[config.mk]
export PLATFORM = sky130hd
export DESIGN_NAME = guc_counter
export DESIGN_NICKNAME = d
export VERILOG_FILES = /design/src/logic/guc_pkg.sv /design/src/logic/guc_sync.sv /design/src/logic/guc_counter.sv
export SDC_FILE = /design/constraint.sdc
export NUM_CORES = 1
export LEC_CHECK = 0
export ABC_AREA = 1
export BUFFER_PORTS_ARGS = -buffer_cell sky130_fd_sc_hd__buf_2
export CAP_MARGIN = 20
export CORE_ASPECT_RATIO = 1.25
export CORE_MARGIN = 3
export CORE_UTILIZATION = 30
export CTS_CLUSTER_DIAMETER = 80
export DETAILED_ROUTE_END_ITERATION = 12
export HOLD_SLACK_MARGIN = 0.06
export PLACE_DENSITY_LB_ADDON = 0.3
export SLEW_MARGIN = 20
export SYNTH_ARGS = -nofsm -noshare
export SYNTH_HDL_FRONTEND = slang
export SYNTH_SLANG_ARGS = --single-unit
[constraint.sdc]
create_clock -name clk_i -period 2.7 [get_ports clk_i]
set_input_delay 0.27 -clock clk_i [delete_from_list [all_inputs] [get_ports clk_i]]
set_output_delay 0.27 -clock clk_i [all_outputs]
set_load 0.05 [all_outputs]
[src/logic/guc_pkg.sv]
// Shared constants and carrier types for the gated up/down pulse counter.
// Assumes a single 125 MHz system clock and a 32-bit classic Wishbone register bus.
package guc_pkg;

   ////////////////////////////////////////////////////////////////////////////
   // Register byte offsets.
   localparam logic [7:0]  GUC_OFS_CTRL    = 8'h00;
   localparam logic [7:0]  GUC_OFS_RELOAD  = 8'h04;
   localparam logic [7:0]  GUC_OFS_END     = 8'h08;
   localparam logic [7:0]  GUC_OFS_COUNT   = 8'h0C;
   localparam logic [7:0]  GUC_OFS_LATCH   = 8'h10;
   localparam logic [7:0]  GUC_OFS_STATUS  = 8'h14;

   ////////////////////////////////////////////////////////////////////////////
   // Control register field positions.
   localparam int          GUC_CTL_SWGATE  = 0;
   localparam int          GUC_CTL_HWEN    = 1;
   localparam int          GUC_CTL_STOP    = 2;
   localparam int          GUC_CTL_MODE_LO = 3;
   localparam int          GUC_CTL_DIR_LO  = 5;
   localparam int          GUC_CTL_IRQEN   = 7;
   localparam int          GUC_CTL_WIDTH   = 8;

   // Status register field positions.
   localparam int          GUC_STS_OVF     = 0;
   localparam int          GUC_STS_UNF     = 1;
   localparam int          GUC_STS_GATE    = 2;
   localparam int          GUC_STS_CLOSED  = 3;
   localparam int          GUC_STS_HWOPEN  = 4;

   ////////////////////////////////////////////////////////////////////////////
   // Reset values and count limits.
   localparam logic [7:0]  GUC_CTRL_RST    = 8'h00;
   localparam logic [31:0] GUC_RELOAD_RST  = 32'h0000_0000;
   localparam logic [31:0] GUC_END_RST     = 32'h0000_0000;
   localparam logic [31:0] GUC_COUNT_RST   = 32'h0000_0000;
   localparam logic [31:0] GUC_COUNT_MIN   = 32'h8000_0000;
   localparam logic [31:0] GUC_COUNT_MAX   = 32'h7FFF_FFFF;
   localparam logic [31:0] GUC_ONE         = 32'h0000_0001;

   ////////////////////////////////////////////////////////////////////////////
   // Operating modes and main counting directions.
   typedef enum logic [1:0] {
      GUC_MODE_CONT   = 2'h0,
      GUC_MODE_ONCE   = 2'h1,
      GUC_MODE_PERIOD = 2'h2
   } guc_mode_t;

   typedef enum logic [1:0] {
      GUC_DIR_NONE = 2'h0,
      GUC_DIR_FWD  = 2'h1,
      GUC_DIR_BWD  = 2'h2
   } guc_dir_t;

   ////////////////////////////////////////////////////////////////////////////
   // Pin group carried through the synchroniser.
   typedef struct packed {
      logic latch;
      logic hardware_gate;
      logic count_down;
      logic count_up;
   } guc_pins_t;

   typedef struct packed {
      logic [3:0] stage1;
      logic [3:0] stage2;
      logic [3:0] stage3;
   } guc_sync_state_t;

endpackage

[src/logic/guc_sync.sv]
// Three-flop synchroniser with edge detection for the counter's pin inputs.
// Assumes asynchronous pins; only the second stage and later feed logic.
`timescale 1ns/1ps
module guc_sync
   import guc_pkg::*;
(
   input  wire logic      clk_i,
   input  wire logic      rst_i,
   input  wire guc_pins_t pins_i,
   output guc_pins_t      level_o,
   output guc_pins_t      rise_o,
   output guc_pins_t      fall_o
);

   guc_sync_state_t st;
   guc_sync_state_t next_st;
   logic [3:0]      rise_v;
   logic [3:0]      fall_v;

   ////////////////////////////////////////////////////////////////////////////
   // Shift the pins through three stages.
   always_comb begin
      next_st        = st;
      next_st.stage1 = pins_i;
      next_st.stage2 = st.stage1;
      next_st.stage3 = st.stage2;
   end

   always_ff @(posedge clk_i) begin
      if (rst_i) begin
         st <= '0;
      end else begin
         st <= next_st;
      end
   end

   ////////////////////////////////////////////////////////////////////////////
   // Edges are taken between the second and third stages.
   for (genvar i = 0; i < 4; i++) begin : g_edge
      assign rise_v[i] = st.stage2[i] & ~st.stage3[i];
      assign fall_v[i] = ~st.stage2[i] & st.stage3[i];
   end

   assign level_o = st.stage2;
   assign rise_o  = rise_v;
   assign fall_o  = fall_v;

endmodule

[src/logic/guc_counter.sv]
// Gated 32-bit signed up/down pulse counter with latch and sticky flags.
// Assumes one 125 MHz clock, a classic Wishbone master, and encoder pins on inputs.
//
// Notes on behaviour
// - With no main direction the count spans the full signed 32-bit range.
// - Continuous counting begins from the reload value when counting starts.
// - Continuous mode: up pulse at upper limit wraps to lower limit.
// - Continuous mode: down pulse at lower limit wraps to upper limit.
// - Overflow and underflow set sticky flags, cleared only by software clear.
// - With interrupt enabled, every overflow or underflow raises the process interrupt.
// - Once mode, no direction: wrap at a limit, close gate, set flag.
// - After automatic close in once mode, no counting until gate reopens.
// - Once forward: at end minus one, next up pulse reloads and closes gate.
// - Once backward: at end plus one, next down pulse reloads and closes gate.
// - Once mode with direction restarts from reload when the gate reopens after an automatic close.
// - Periodic, no direction: wrap at a limit and keep counting.
// - Periodic forward: at end minus one, next up pulse reloads and continues.
// - Periodic backward: at end plus one, next down pulse reloads; may exceed top.
// - Counting only while internal gate, from hardware and software gates, is open.
// - Hardware gate opens on rising input edge, closes on falling edge.
// - Cancel gate function restarts from reload value when the gate reopens.
// - Stop gate function resumes from the last count when the gate reopens.
// - Hardware gate disabled: software gate rise reloads under cancel, resumes under stop.
// - Hardware gate enabled: only its rising edge restarts; software rise continues.
// - Rising latch input copies the current count into the readable latch register.
// - Main direction is none, forward or backward; none gives full range.
`timescale 1ns/1ps
module guc_counter
   import guc_pkg::*;
(
   input  wire logic        clk_i,
   input  wire logic        rst_i,
   input  wire logic        wb_cyc_i,
   input  wire logic        wb_stb_i,
   input  wire logic        wb_we_i,
   input  wire logic [7:0]  wb_adr_i,
   input  wire logic [3:0]  wb_sel_i,
   input  wire logic [31:0] wb_dat_i,
   output logic      [31:0] wb_dat_o,
   output logic             wb_ack_o,
   input  wire logic        count_up_i,
   input  wire logic        count_down_i,
   input  wire logic        hardware_gate_i,
   input  wire logic        latch_i,
   output logic             process_irq_o
);

   typedef struct packed {
      logic [7:0]  ctrl;
      logic [31:0] reload;
      logic [31:0] end_val;
      logic [31:0] count;
      logic [31:0] latched_count_out;
      logic        overflow_flag;
      logic        underflow_flag;
      logic        auto_closed;
      logic        fresh;
      logic        hw_open;
      logic        sw_prev;
      logic        irq;
      logic        ack;
      logic [31:0] dat;
   } guc_state_t;

   guc_state_t st;
   guc_state_t next_st;
   guc_pins_t  pins;
   guc_pins_t  rise;
   guc_pins_t  fall;

   ////////////////////////////////////////////////////////////////////////////
   // Pin synchronisation and edge detection.
   assign pins = '{latch: latch_i, hardware_gate: hardware_gate_i,
                   count_down: count_down_i, count_up: count_up_i};

   guc_sync u_sync (
      .clk_i   (clk_i),
      .rst_i   (rst_i),
      .pins_i  (pins),
      .level_o (),
      .rise_o  (rise),
      .fall_o  (fall)
   );

   ////////////////////////////////////////////////////////////////////////////
   // Control decode and gate logic.
   logic        software_gate;
   logic        hw_en;
   logic        stop_fn;
   logic        irq_en;
   guc_mode_t   mode;
   guc_dir_t    dir;
   guc_dir_t    eff_dir;
   logic        sw_rise;
   logic        restart;
   logic        gate_open;
   logic        step_up;
   logic        step_dn;
   logic        ofl_ev;
   logic        ufl_ev;
   logic        flag_clear_request;
   logic        bus_req;
   logic        bus_wr;
   logic [31:0] rd_val;
   logic [31:0] end_m1;
   logic [31:0] end_p1;
   logic [31:0] ctrl_wr;

   function automatic logic [31:0] merge(input logic [31:0] old, input logic [31:0] dat, input logic [3:0] sel);
      logic [31:0] res;
      res = old;
      for (int b = 0; b < 4; b++) begin
         if (sel[b]) begin
            res[8*b +: 8] = dat[8*b +: 8];
         end
      end
      return res;
   endfunction

   assign ctrl_wr       = merge({24'h000000, st.ctrl}, wb_dat_i, wb_sel_i);
   assign software_gate = st.ctrl[GUC_CTL_SWGATE];
   assign hw_en         = st.ctrl[GUC_CTL_HWEN];
   assign stop_fn       = st.ctrl[GUC_CTL_STOP];
   assign irq_en        = st.ctrl[GUC_CTL_IRQEN];
   assign mode          = guc_mode_t'(st.ctrl[GUC_CTL_MODE_LO +: 2]);
   assign dir           = guc_dir_t'(st.ctrl[GUC_CTL_DIR_LO +: 2]);
   assign eff_dir       = (mode == GUC_MODE_CONT) ? GUC_DIR_NONE : dir;
   assign sw_rise       = software_gate & ~st.sw_prev;
   assign restart       = hw_en ? (rise.hardware_gate & software_gate) : sw_rise;
   assign gate_open     = software_gate & (~hw_en | st.hw_open) & ~st.auto_closed;
   assign step_up       = gate_open & ~restart & rise.count_up & ~rise.count_down;
   assign step_dn       = gate_open & ~restart & rise.count_down & ~rise.count_up;
   assign end_m1        = st.end_val - GUC_ONE;
   assign end_p1        = st.end_val + GUC_ONE;
   assign bus_req       = wb_cyc_i & wb_stb_i & ~st.ack;
   assign bus_wr        = bus_req & wb_we_i;
   assign flag_clear_request = bus_wr && (wb_adr_i == GUC_OFS_STATUS);

   ////////////////////////////////////////////////////////////////////////////
   // Read multiplexer.
   always_comb begin
      rd_val = '0;
      if (wb_adr_i == GUC_OFS_CTRL) begin
         rd_val[GUC_CTL_WIDTH-1:0] = st.ctrl;
      end else if (wb_adr_i == GUC_OFS_RELOAD) begin
         rd_val = st.reload;
      end else if (wb_adr_i == GUC_OFS_END) begin
         rd_val = st.end_val;
      end else if (wb_adr_i == GUC_OFS_COUNT) begin
         rd_val = st.count;
      end else if (wb_adr_i == GUC_OFS_LATCH) begin
         rd_val = st.latched_count_out;
      end else if (wb_adr_i == GUC_OFS_STATUS) begin
         rd_val[GUC_STS_OVF]    = st.overflow_flag;
         rd_val[GUC_STS_UNF]    = st.underflow_flag;
         rd_val[GUC_STS_GATE]   = gate_open;
         rd_val[GUC_STS_CLOSED] = st.auto_closed;
         rd_val[GUC_STS_HWOPEN] = st.hw_open;
      end
   end

   ////////////////////////////////////////////////////////////////////////////
   // Next-state logic.
   always_comb begin
      next_st         = st;
      ofl_ev          = 1'b0;
      ufl_ev          = 1'b0;
      next_st.sw_prev = software_gate;

      if (rise.hardware_gate) begin
         next_st.hw_open = 1'b1;
      end else if (fall.hardware_gate) begin
         next_st.hw_open = 1'b0;
      end

      if (restart) begin
         if (st.fresh || !stop_fn || (st.auto_closed && eff_dir != GUC_DIR_NONE)) begin
            next_st.count = st.reload;
         end
         next_st.auto_closed = 1'b0;
         next_st.fresh       = 1'b0;
      end else if (step_up) begin
         if (eff_dir == GUC_DIR_FWD && st.count == end_m1) begin
            next_st.count = st.reload;
            if (mode == GUC_MODE_ONCE) begin
               next_st.auto_closed = 1'b1;
            end
         end else if (st.count == GUC_COUNT_MAX) begin
            next_st.count = GUC_COUNT_MIN;
            ofl_ev        = 1'b1;
            if (mode == GUC_MODE_ONCE && eff_dir == GUC_DIR_NONE) begin
               next_st.auto_closed = 1'b1;
            end
         end else begin
            next_st.count = st.count + GUC_ONE;
         end
      end else if (step_dn) begin
         if (eff_dir == GUC_DIR_BWD && st.count == end_p1) begin
            next_st.count = st.reload;
            if (mode == GUC_MODE_ONCE) begin
               next_st.auto_closed = 1'b1;
            end
         end else if (st.count == GUC_COUNT_MIN) begin
            next_st.count = GUC_COUNT_MAX;
            ufl_ev        = 1'b1;
            if (mode == GUC_MODE_ONCE && eff_dir == GUC_DIR_NONE) begin
               next_st.auto_closed = 1'b1;
            end
         end else begin
            next_st.count = st.count - GUC_ONE;
         end
      end

      next_st.overflow_flag  = (st.overflow_flag & ~flag_clear_request) | ofl_ev;
      next_st.underflow_flag = (st.underflow_flag & ~flag_clear_request) | ufl_ev;
      next_st.irq            = irq_en & (ofl_ev | ufl_ev);

      if (rise.latch) begin
         next_st.latched_count_out = st.count;
      end

      next_st.ack = bus_req;
      next_st.dat = bus_req ? rd_val : st.dat;
      if (bus_wr) begin
         if (wb_adr_i == GUC_OFS_CTRL) begin
            next_st.ctrl = ctrl_wr[GUC_CTL_WIDTH-1:0];
         end else if (wb_adr_i == GUC_OFS_RELOAD) begin
            next_st.reload = merge(st.reload, wb_dat_i, wb_sel_i);
         end else if (wb_adr_i == GUC_OFS_END) begin
            next_st.end_val = merge(st.end_val, wb_dat_i, wb_sel_i);
         end else if (wb_adr_i == GUC_OFS_COUNT) begin
            next_st.count = merge(st.count, wb_dat_i, wb_sel_i);
         end
      end
   end

   always_ff @(posedge clk_i) begin
      if (rst_i) begin
         st                   <= '0;
         st.ctrl              <= GUC_CTRL_RST;
         st.reload            <= GUC_RELOAD_RST;
         st.end_val           <= GUC_END_RST;
         st.count             <= GUC_COUNT_RST;
         st.latched_count_out <= GUC_COUNT_RST;
         st.fresh             <= 1'b1;
      end else begin
         st <= next_st;
      end
   end

   assign wb_dat_o      = st.dat;
   assign wb_ack_o      = st.ack;
   assign process_irq_o = st.irq;
endmodule

; Word-level counts from Yosys, hierarchy flattened
; Index checks and enable logic that the tools add are counted.
[word_totals]
regBits = 188
inputBits = 53
elab_cells = 158
[classes]
bitwise = 39
n_addsub = 4
n_eq_ne = 17
muxes = 46
reduce_logical = 26
[op_table]
columns = op, n
row1 = 32-bit 2-to-1 mux, 16
row2 = 32-bit by 1-bit adder with 32-bit output (second input constant), 2
row3 = 32-bit == test, 2
row4 = 32-bit by 1-bit subtractor with 32-bit output (second input constant), 2
row5 = 8-bit 2-to-1 mux, 5
row6 = 32-bit by 31-bit == test with 1-bit output (second input constant), 1
row7 = 32-bit == test (second input constant), 1
row8 = 27-bit 2-to-1 mux, 1
row9 = 24-bit 2-to-1 mux, 1
row10 = 6-bit != test (second input constant), 4
row11 = 1-bit AND, 20
row12 = 1-bit 2-to-1 mux, 20
row13 = 5-bit AND reduction, 4
row14 = 8-bit by 4-bit == test with 1-bit output (second input constant), 2
row15 = 8-bit by 5-bit == test with 1-bit output (second input constant), 2
row16 = 4-bit AND reduction, 4
row17 = 1-bit inverter, 15
row18 = 5-bit 2-to-1 mux, 2
row19 = 8-bit by 3-bit == test with 1-bit output (second input constant), 1
row20 = 8-bit zero test, 1
row21 = 3-bit AND reduction, 2
row22 = 2-bit nonzero test, 3
row23 = 1-bit logical AND, 5
row24 = 2-bit by 1-bit == test with 1-bit output (second input constant), 2
row25 = 9 further kinds, 14

; Logic depth before layout (Yosys ltp)
; Gate-level depths: netlist of the first run.
[logic_depth]
word_depth = 16
mapped_depth = 24

; Cells and area by module
; From an unflattened synthesis of the first run, not the netlist that was laid out.
[unflattened]
cells_unflattened = 2502
area_unflattened_um2 = 14765.4
[modules_own_cells]
columns = module, cells_each, seq_area_each_um2, area_each_um2, n_inst
row1 = guc_counter, 2449, 3523.4, 14348.8, 1
row2 = guc_sync, 53, 240.2, 416.6, 1

; Worst setup path after synthesis of the first run
; OpenSTA, ideal clock, no wires.
[synth_timing]
path_type = flip-flop to flip-flop
from = register st[104] (netlist name)
to = register st[37] (netlist name)
path_stages_with_launch = 21
synth_period_minus_slack_ps = 2487
setup_slack_ps = 213
required_ps = 2587
arrival_time_ps = 2374
path_cell_list = dfxtp_1 inv_1 ha_1 nand2_2 nor2_1 nand2_1 o21ai_1 nand2_1 nand2_1 nand2_1 inv_1 nand3_1 nor2_4 nand3_4 buf_6 nand2_1 nor2_1 nor3_2 nand2_1 o21ai_1 nor2_1
[synth_via]
elab_chain_len = 6
elab_cells_between_ends = 13
classes_between = add/sub: 2 / eq/ne: 3 / mux: 4 / reduce/logical: 4
[synth_lines]
columns = element, line
row1 = from (decl), guc_counter.sv:65  ; guc_state_t st;
row2 = from (signal assigned), guc_counter.sv:247  ; st <= next_st;
row3 = 32-bit by 1-bit adder with 32-bit output, guc_counter.sv:134  ; assign end_p1 = st.end_val + GUC_ONE;
row4 = 32-bit == test, guc_counter.sv:198  ; if (eff_dir == GUC_DIR_BWD && st.count == end_p1) begin
row5 = 1-bit logical AND, guc_counter.sv:198
row6 = 1-bit 2-to-1 mux, guc_counter.sv:198
row7 = 1-bit 2-to-1 mux, guc_counter.sv:197  ; end else if (step_dn) begin
row8 = 1-bit 2-to-1 mux, guc_counter.sv:182  ; end else if (step_up) begin
; Several ways; a longest one is shown, not always the timed one. The select of a mux whose other input is x is not followed.
; A chain may end at the register's enable or synchronous reset.

; Worst setup path in the final report of the first run
[layout_timing]
from = register st[105] (netlist name)
to = register st[91] (netlist name)
[layout_via]
elab_chain_len = 12
elab_cells_between_ends = 16
classes_between = add/sub: 2 / eq/ne: 2 / mux: 10 / reduce/logical: 2
[layout_lines]
columns = element, line
row1 = 32-bit by 1-bit adder with 32-bit output, guc_counter.sv:134
row2 = 32-bit == test, guc_counter.sv:198
row3 = 1-bit logical AND, guc_counter.sv:198
row4 = 32-bit 2-to-1 mux, guc_counter.sv:198
row5 = 32-bit 2-to-1 mux, guc_counter.sv:197
row6 = 32-bit 2-to-1 mux *, guc_counter.sv:182
row7 = 32-bit 2-to-1 mux *, guc_counter.sv:176  ; if (restart) begin
row8 = 32-bit 2-to-1 mux, guc_counter.sv:231  ; end else if (wb_adr_i == GUC_OFS_COUNT) begin
row9 = 32-bit 2-to-1 mux, guc_counter.sv:229  ; end else if (wb_adr_i == GUC_OFS_END) begin
row10 = 32-bit 2-to-1 mux, guc_counter.sv:227  ; end else if (wb_adr_i == GUC_OFS_RELOAD) begin
row11 = 32-bit 2-to-1 mux, guc_counter.sv:225  ; if (wb_adr_i == GUC_OFS_CTRL) begin
row12 = 32-bit 2-to-1 mux *, guc_counter.sv:224  ; if (bus_wr) begin
; Mark *: on every way between the ends. The rest lies on a longest branch, timed or not.

==> out/results.txt, run 1 <==
run status = complete, but fails checks
failing checks = setup timing
TNS Setup = -5.71 ns
Setup crit start kind = flop
Crit. End Element = flop
ratio of cells with drive above 1 in the final layout = 0.240
Worst IR Drop VDD = 545 µV
final setup vio count = 36
Worst Tran Pin Value = 1.06 ns
TritonCTS clock tree = yes
Clk Latency, worst-skew pair = 0.51 ns
mux contribution to synthesized area = 0
hpwl dp = 54.4 mm
Die ar. = 52000 µm²
# DRC = 0
Static Leak = 0.00874 µW
total number of vias = 18400
Syn Area/Cell = 5.76 µm²
Core Box Area = 48500 µm²
Detailed Routing Iterations Pass 1 = 6
Die X = 205 µm
net count after synthesis = 2626
Synth area leaders = dfxtp_1, nand2_1, nor2_1
Layout Nets = 2892
Site Rows = 90
Root Buffer = clkbuf_16
Via-to-Cell Ratio = 5.28
skew final = 0.0191 ns
IO Port Bufs = 86
H-tree levels = 4
boundary pin count = 87
main combinational cell family by area after synthesis = simple AND/OR/NAND/NOR gates
initial antenna violation count = 0
worst rel slew slack = 0.293
max-slew violations = 0
Worst Path Max Fanout = 6
Initial DRC Count = 1672
Placer Congestion = 1.04
Clock Tree Buf Depth = 2
xor-xnor portion of the synthesized cell area = 0.0367
Layout Cells excl Fill = 3490
Setup WS post-layout = -0.222 ns
P&R area growth vs syn = 32.6%
antenna-violating nets left = 0
area share of the largest cell type after synthesis = 0.254
post-synthesis async set-or-reset flop share = 0
vias in the first global route = 17500
leading area contributor after synthesis = dfxtp_1
Antenna Cells = 0
WL final = 73.2 mm
max cap viols = 0
CTS clk-pin slew, worst paths = 0.08 ns
CP arrival = 3.35 ns
largest net degree at the start of global routing = 81
Post-synth EDFFs = 0
placed instance count = 3415
Initial Util = 0.305
CTS Buf Count = 17
Seq/Total Area, Yosys = 0.254
drt wl/cell = 21.0 µm
RSZ-0062 raised after global routing = true
Gate Count Post-Synth = 2567
post-synthesis cell type count = 47
first-pass GRT wire length = 107 mm
Synth Area in Compound Gates = 0.187
Power Density = 302 nW/µm²
Cell Area, Synth = 14800 µm²
Final Critical Period = 2.92 ns
gr ovfl total = 0
Hold Path Class = input pin to flop
CP Class = flop to flop
fin crit share = 1.08
FF+latch count, synth = 188
WP data required = 3.13 ns
simple-gate area share of the yosys netlist = 0.393
Synth Area in Adders = 0.00508
Yosys warning count = 0
ys flop type = dfxtp_1
Peak Freq = 342 MHz
Total GRT Usage = 0.274
DIE HEIGHT = 254 µm
clk sinks = 188
Final Hold Fails = 0
-- cells in the final DEF (no fill, tap or decap), drive strengths merged --
master / netlist / routed
o221ai: 27 / 27
nand3b: 4 / 4
a221oi: 3 / 3
clkinvlp: 0 / 1
or2: 3 / 3
nor4b: 1 / 1
nand4: 60 / 60
nand3: 194 / 194
nand2: 629 / 629
o31ai: 2 / 2
a211o: 1 / 1
buf: 84 / 423
nor2: 439 / 440
dfxtp: 188 / 188
o22ai: 2 / 2
clkinv: 13 / 17
nor3b: 1 / 1
bufinv: 0 / 1
inv: 228 / 236
and2: 1 / 1
a21oi: 217 / 217
o21ai: 234 / 234
o21bai: 2 / 2
a211oi: 2 / 2
a31oi: 1 / 1
a32o: 3 / 3
nor4: 10 / 10
xor2: 46 / 46
dlygate4sd3: 0 / 6
nor3: 31 / 31
o211ai: 11 / 11
xnor2: 16 / 16
clkbuf: 103 / 22
ha: 6 / 6
o2111ai: 5 / 5
-- through the flow --
step                utilization  total power, µW  setup slack (ns)  area [µm²]  hold slack [ns]
CTS                       0.391             5980            -0.146       19000           0.0630
global route              0.404             6110            -0.426       19600           0.0869
floorplan                     -             3080             0.213       14800            0.377
global placement          0.364             3240            -0.378       17700            0.397
detailed placement        0.364             3240            -0.348       17700            0.397
finish                    0.404             5920            -0.222       19600           0.0929
-- final timing paths --
kind,from,end,slack (ns),cells past startpoint
max,st[105],st[91],-0.22,21
min,wb_dat_i[6],st[142],0.09,3
max reg2reg,st[105],st[91],-0.22,21
min reg2reg,u_sync.next_st[7],u_sync.level_o[3],0.41,2
-- layout make-up --
cell class	count	area (µm²)
clock buffers	18	439
clock inverters	14	171
fillers	5291	28900
inverters	241	913
multi-input cells	1952	9940
flip-flops and latches	188	3820
well taps	644	806
repair buffers	433	3530
-- where the power goes --
part           internal [µW]  leakage [µW]  switching (µW)  total (µW)
logic                    107       0.00691             260         366
registers               2800       0.00154            18.2        2820
clock network           1350      0.000298            1380        2730
total                   4260       0.00874            1660        5920
-- synthesized netlist by cell type (all sizes together), types with 6 or more instances --
| cell type | n |
|---|---|
| xnor2 | 16 |
| clkbuf | 103 |
| o221ai | 27 |
| nor4 | 10 |
| dfxtp | 188 |
| o211ai | 11 |
| nor3 | 31 |
| nand2 | 629 |
| o21ai | 234 |
| clkinv | 13 |
| inv | 228 |
| ha | 6 |
| nand3 | 194 |
| nor2 | 439 |
| a21oi | 217 |
| nand4 | 60 |
| buf | 84 |
| xor2 | 46 |
-- critical path, stage by stage (launching register included) --
cell,delay [ns]
dfxtp_4,0.38
inv_4,0.09
ha_4,0.17
nand2_8,0.08
nor2_2,0.10
buf_4,0.14
buf_6,0.12
nand4_1,0.19
buf_4,0.20
nand3_2,0.06
nand4_1,0.13
nor2_4,0.18
nand3_4,0.21
buf_6,0.21
buf_6,0.11
nand2_2,0.04
nand3_1,0.06
nand2_1,0.07
nand2_1,0.05
nand2_1,0.08
nand2_1,0.05
a21oi_1,0.14
-- metal layers --
metal,wire [µm],GRT usage,up-vias
met3,4120,0.0440,266
met5,0,0,-
met1,28600,0.316,8517
li1,-,-,8894
met4,6720,0.216,0
met2,33800,0.451,750
-- timing repair --
action                                  4_1_cts  5_1_grt
pin swaps                                    52       49
hold buffers                                  6        0
buffers inserted                             15       15
gates resized for setup                     143      118
endpoints found under the setup margin       36       36
gates cloned                                  3        6
endpoints found under the hold margin         8        0
-- flip-flops by register name, summed over array words and instances, names as in the netlist, 2 cells and up --
register,cells
st,135
wb_dat_o,32
u_sync.level_o,4
u_sync.next_st,4
u_sync.st,4
dir,2
mode,2
-- cell families (layout without fill, tap and decap cells) --
| family | Yosys count | after routing |
|---|---|---|
| AOI/OAI and AO/OA | 510 | 510 |
| xor gates and xnor gates | 62 | 62 |
| adders and majority gates | 6 | 6 |
| buffers and inverters | 428 | 706 |
| DFF | 188 | 188 |
| and+or+nand+nor | 1373 | 1374 |
No activity file was read; power rests on OpenSTA's default activity.
==> run 2, diff against run 1 <==
==> constraint.sdc (replaced) <==
create_clock -name clk_i -period 2.5 [get_ports clk_i]
set_input_delay 0.25 -clock clk_i [delete_from_list [all_inputs] [get_ports clk_i]]
set_output_delay 0.25 -clock clk_i [all_outputs]
set_load 0.05 [all_outputs]
==> out/results.txt, run 2 (synthesis gave the netlist of run 1 again) <==
Psw = 1750 µW (+5.7%)
clk sinks = 188 (unchanged)
Final Critical Period = 2.87 ns (-0.0504 ns)
Root Buffer = clkbuf_16
max-slew violations = 0 (unchanged)
worst rel slew slack = 0.292 (about the same)
Detailed Routing Iterations Pass 1 = 6 (unchanged)
Initial DRC Count = 1513 (-9.5%)
largest reg by FF count = st
P&R area growth vs syn = 40.0%
reg2reg path depth = 25 (+19%)
CP startpoint = st[104]
final setup vio count = 36 (unchanged)
Total GRT Usage = 0.282 (+0.00850)
Initial Util = 0.305 (unchanged)
Die X = 205 µm (unchanged)
Worst Path Max Fanout = 5 (-1)
Worst IR Drop VDD = 457 µV (-16%)
WL final = 75.7 mm (+3.4%)
Slowest cell on crit path = dfxtp_4
ratio of cells with drive above 1 in the final layout = 0.287 (+0.0467)
Largest register FFs = 135 (unchanged)
antenna-violating nets left = 0 (unchanged)
Power Density = 300 nW/µm² (-0.50%)
Clk Latency, worst-skew pair = 0.48 ns (-0.03 ns)
gr ovfl total = 0 (unchanged)
Clock Tree Buf Depth = 2 (unchanged)
Die ar. = 52000 µm² (unchanged)
most common cell after layout, fill and taps aside = nand2_1
skew final = 0.0135 ns (-0.00559 ns)
Final Hold Fails = 0 (unchanged)
DIE HEIGHT = 254 µm (unchanged)
Setup WS post-layout = -0.372 ns (-0.150 ns)
Final Util = 0.427 (+0.0226)
Layout Cells excl Fill = 3588 (+2.8%)
# DRC = 0 (unchanged)
Worst Tran Pin Value = 1.06 ns (+0.000391 ns)
WP data required = 2.90 ns (-0.23 ns)
R2R Path End = st[74]
design area = 20700 µm² (+5.6%)
hpwl dp = 56.8 mm (+4.5%)
initial antenna violation count = 0 (unchanged)
Placer Congestion = 0.978 (-5.5%)
Setup crit start kind = flop
TritonCTS clock tree = yes
part of the power in registers = 0.488 (+0.012)
failing checks = setup timing
internal power = 4460 µW (+4.8%)
Peak Freq = 348 MHz (+1.8%)
switching share of power = 0.282 (+0.00175)
Comb power frac = 0.065 (+0.003)
reg2reg setup slack = -0.37 ns (-0.15 ns)
Layout Nets = 2990 (+3.4%)
CP arrival = 3.28 ns (-0.07 ns)
TNS Setup = -11.04 ns (-5.33 ns)
CTS Buf Count = 17 (unchanged)
Hold Path Class = input pin to flop
fin crit share = 1.15 (+0.0664)
Multi-input gate area = 10200 µm² (+2.2%)
Core Box Area = 48500 µm² (unchanged)
H-tree levels = 4 (unchanged)
clock network power share = 0.447 (-0.015)
Antenna Cells = 0 (unchanged)
FF/Latch Area = 3840 µm² (+0.56%)
post-placement cell area = 18400 µm² (+4.2%)
max incr delay on CP = 0.41 ns (+0.03 ns)
largest net degree at the start of global routing = 81 (unchanged)
worst slack, placed = -0.821 ns (-0.473 ns)
Crit. End Element = flop
Fillers = 5246 (-0.85%)
most used cell, CP = nand2_1
first-pass GRT wire length = 111 mm (+3.4%)
Site Rows = 90 (unchanged)
run status = complete, but fails checks
RSZ-0062 raised after global routing = true
IO Port Bufs = 86 (unchanged)
CTS clk-pin slew, worst paths = 0.08 ns (about the same)
RR Startpoint = st[104]
CP Class = flop to flop
max cap viols = 0 (unchanged)
drt wl/cell = 21.1 µm (+0.54%)
vias in the first global route = 18100 (+3.0%)
highest-count cells in the layout ignoring fill and taps = nand2_1, buf_4, nor2_1
Static Leak = 0.00922 µW (+5.5%)
total number of vias = 19000 (+3.3%)
Worst setup endpoint = st[74]
Via-to-Cell Ratio = 5.31 (+0.50%)
placed instance count = 3506 (+2.7%)
boundary pin count = 87 (unchanged)
[run 2: worst min-delay path by stage]
stage                                 start                end  slack (ns)  cells after the start
after floorplan                  count_up_i  u_sync.next_st[4]        0.36                      2
after global placement    u_sync.next_st[7]  u_sync.level_o[3]        0.40                      2
after detailed placement  u_sync.next_st[7]  u_sync.level_o[3]        0.40                      2
after CTS                       wb_dat_i[5]            st[141]        0.08                      3
after global routing            wb_dat_i[6]            st[110]        0.10                      3
final                           wb_dat_i[5]            st[109]         0.1                      3
[run 2: routing by layer]
layer | routed length, µm | share of wire | GRT usage | vias up
met5 | 0 | 0 | 0 | -
met4 | 6600 | 0.087 | 0.202 | 0
met3 | 4160 | 0.055 | 0.0380 | 240
met2 | 35700 | 0.47 | 0.480 | 795
met1 | 29300 | 0.39 | 0.326 | 8919
li1 | - | - | - | 9085
[run 2: power groups by stage]
stage | Sequential, µW | Combinational, µW | Clock [µW]
floorplan | 3120 | 202 | 0
global placement | 3120 | 381 | 0
detailed placement | 3120 | 384 | 0
CTS | 3040 | 396 | 2840
global route | 3040 | 432 | 2960
finish | 3030 | 403 | 2780
[run 2: final cells by class]
cell class / instances / share of cell area
multi-input cells: 1951 / 0.490
clock buffers: 17 / 0.0205
clock inverters: 15 / 0.00743
repair buffers: 532 / 0.213
flip-flops and latches: 188 / 0.185
inverters: 241 / 0.0440
well taps: 644 / 0.0389
[run 2: through the flow]
stage                     hold WS [ns]  power (µW)
after CTS                       0.0768        6270
after detailed placement         0.395        3510
final                           0.0962        6220
after floorplan                  0.357        3320
after global placement           0.396        3500
after global routing             0.100        6430
[run 2: critical path, delay by kind of cell (launching register included)]
family,cells,cell delay (ns)
adder cells (fa/ha/maj),1,0.16
buffers and inverters,5,0.59
flip-flops,1,0.41
AO/OA/AOI/OAI,1,0.13
AND/OR/NAND/NOR,18,1.51
[run 2: what timing repair did]
item,CTS,global route
endpoints found under the setup margin,36,36
pin swaps,69,80
endpoints found under the hold margin,4,0
gates resized for setup,210,139
setup buffers,30,11
gates cloned,7,1
hold buffers,4,0
==> run 3, diff against run 2 <==
--- a/config.mk
+++ b/config.mk
@@ -15,6 +15,7 @@
 export DETAILED_ROUTE_END_ITERATION = 12
 export HOLD_SLACK_MARGIN = 0.06
 export PLACE_DENSITY_LB_ADDON = 0.3
+export REMOVE_ABC_BUFFERS = 1
 export SLEW_MARGIN = 20
 export SYNTH_ARGS = -nofsm -noshare
 export SYNTH_HDL_FRONTEND = slang
==> out/results.txt, run 3 (synthesis gave the netlist of run 1 again) <==
Detailed Routing Iterations Pass 1 = 6 (unchanged)
FF/Latch Area = 3830 µm² (-0.26%)
Clk Latency, worst-skew pair = 0.51 ns (+0.03 ns)
Final Critical Period = 2.89 ns (+0.0159 ns)
fin crit share = 1.16 (+0.00635)
Placer Congestion = 1.02 (+4.1%)
worst rel slew slack = 0.536 (+0.243)
Layout Nets = 2983 (-0.23%)
most used cell, CP = buf_4
Worst IR Drop VDD = 534 µV (+17%)
WL final = 73.5 mm (-2.9%)
CP arrival = 3.32 ns (+0.04 ns)
Core Box Area = 48500 µm² (unchanged)
Die X = 205 µm (unchanged)
Root Buffer = clkbuf_16
Hold Path Class = input pin to flop
Cell Chain, Critical Path = buf_4 > nor2_4 > nand2_4 > nor2_4 > buf_4 > nand4_1 > a21oi_2 > nor3_2 > nand2_1 > nor2_4 > nand3_4 > buf_6 > buf_4 > nand2_4 > buf_4 > inv_1 > nand4_1 > a211oi_2
skew final = 0.0168 ns (+0.00328 ns)
largest net degree at the start of global routing = 65 (-20%)
Largest register FFs = 135 (unchanged)
Setup crit start kind = flop
antenna-violating nets left = 0 (unchanged)
Peak Freq = 346 MHz (-0.55%)
max incr delay on CP = 0.37 ns (-0.04 ns)
most common cell after layout, fill and taps aside = nand2_1
Slowest cell on crit path = dfxtp_4
P&R area growth vs syn = 38.9%
boundary pin count = 87 (unchanged)
H-tree levels = 4 (unchanged)
highest-count cells in the layout ignoring fill and taps = nand2_1, buf_4, nor2_1
worst slack, placed = -0.650 ns (+0.171 ns)
max-slew violations = 0 (unchanged)
Setup WS post-layout = -0.388 ns (-0.0159 ns)
largest reg by FF count = st
Layout Cells excl Fill = 3581 (-0.20%)
DIE HEIGHT = 254 µm (unchanged)
Antenna Cells = 0 (unchanged)
TritonCTS clock tree = yes
RSZ-0062 raised after global routing = true
ratio of cells with drive above 1 in the final layout = 0.283 (-0.00374)
first-pass GRT wire length = 108 mm (-2.7%)
Worst Path Max Fanout = 5 (unchanged)
Clock Tree Buf Depth = 2 (unchanged)
IO Port Bufs = 86 (unchanged)
vias in the first global route = 17700 (-1.8%)
Final Util = 0.423 (-0.00340)
run status = complete, but fails checks
Initial DRC Count = 1714 (+13%)
Power Density = 307 nW/µm² (+2.2%)
initial antenna violation count = 1 (+1)
Static Leak = 0.00920 µW (-0.23%)
failing checks = setup timing
total number of vias = 18700 (-1.6%)
clk sinks = 188 (unchanged)
CP Class = flop to flop
gr ovfl total = 0 (unchanged)
final setup vio count = 36 (unchanged)
Crit. End Element = flop
Final Hold Fails = 0 (unchanged)
Site Rows = 90 (unchanged)
Worst Tran Pin Value = 0.696 ns (-0.365 ns)
Total GRT Usage = 0.275 (-0.00743)
CTS Buf Count = 17 (unchanged)
Multi-input gate area = 10200 µm² (+0.72%)
# DRC = 0 (unchanged)
hpwl dp = 56.7 mm (-0.25%)
Initial Util = 0.305 (unchanged)
max cap viols = 0 (unchanged)
CTS clk-pin slew, worst paths = 0.09 ns (about the same)
placed instance count = 3491 (-0.43%)
Die ar. = 52000 µm² (unchanged)
Fillers = 5167 (-1.5%)
WP data required = 2.93 ns (+0.03 ns)
Via-to-Cell Ratio = 5.23 (-1.4%)
drt wl/cell = 20.5 µm (-2.7%)
[run 3: cell count changes in the layout (fill, tap and decap cells not counted), sizes merged]
cell / delta
dlygate4sd3: +15
buf: -24
clkbuf: +2
clkinv: -6
clkinvlp: +1
inv: +5
[run 3: worst paths after layout]
| kind | start | endpoint | slack [ns] | cells past startpoint |
|---|---|---|---|---|
| hold reg to reg | u_sync.next_st[5] | u_sync.level_o[1] | 0.41 | 2 |
| setup reg to reg | st[119] | process_irq_o | -0.39 | 18 |
| setup / recovery | st[119] | process_irq_o | -0.39 | 18 |
| hold / removal | wb_dat_i[13] | st[149] | 0.10 | 3 |
[run 3: routing by layer]
layer	vias up	share of wire	GRT usage
li1	9041	-	-
met1	8834	0.39	0.320
met2	670	0.50	0.484
met3	180	0.048	0.0382
met4	2	0.060	0.154
met5	-	0.00018	0
[run 3: stage by stage]
step	TNS [ns]	power [µW]	hold WS, ns	cell area (µm²)
6_report	-11.58	6300	0.101	20500
5_1_grt	-17.84	6510	0.0850	20500
4_1_cts	-12.54	6400	0.0620	19500
3_5_place_dp	-21.31	3500	0.395	18200
3_3_place_gp	-20.90	3490	0.394	18200
2_1_floorplan	-69.81	3290	0.312	13900
[run 3: final cells by class]
class,instances,area share
inverter,241,0.0444
timing repair buffer,525,0.204
tap,644,0.0392
multi-input combinational,1951,0.498
sequential,188,0.186
clock buffer,17,0.0207
clock inverter,15,0.00804
[run 3: where the power goes]
part	internal (µW)	leakage, µW	switching, µW
combinational	131	0.00737	269
sequential	3020	0.00154	20.1
clock	1350	0.000287	1520
total	4490	0.00920	1810
[run 3: what timing repair did]
| action | in CTS | in global routing |
|---|---|---|
| resized for setup | 126 | 224 |
| hold endpoints to repair | 31 | 0 |
| gates cloned | 1 | 4 |
| setup endpoints to repair | 38 | 36 |
| hold buffers | 19 | 0 |
| setup buffers | 13 | 21 |
| pin swaps | 52 | 73 |
[run 3: critical path, delay by kind of cell, from the launching register on]
kind                   cells  cell delay [ns]
and+or+nand+nor           10             1.16
buffers and inverters      6             0.71
AOI/OAI and AO/OA          2             0.56
DFF                        1             0.37
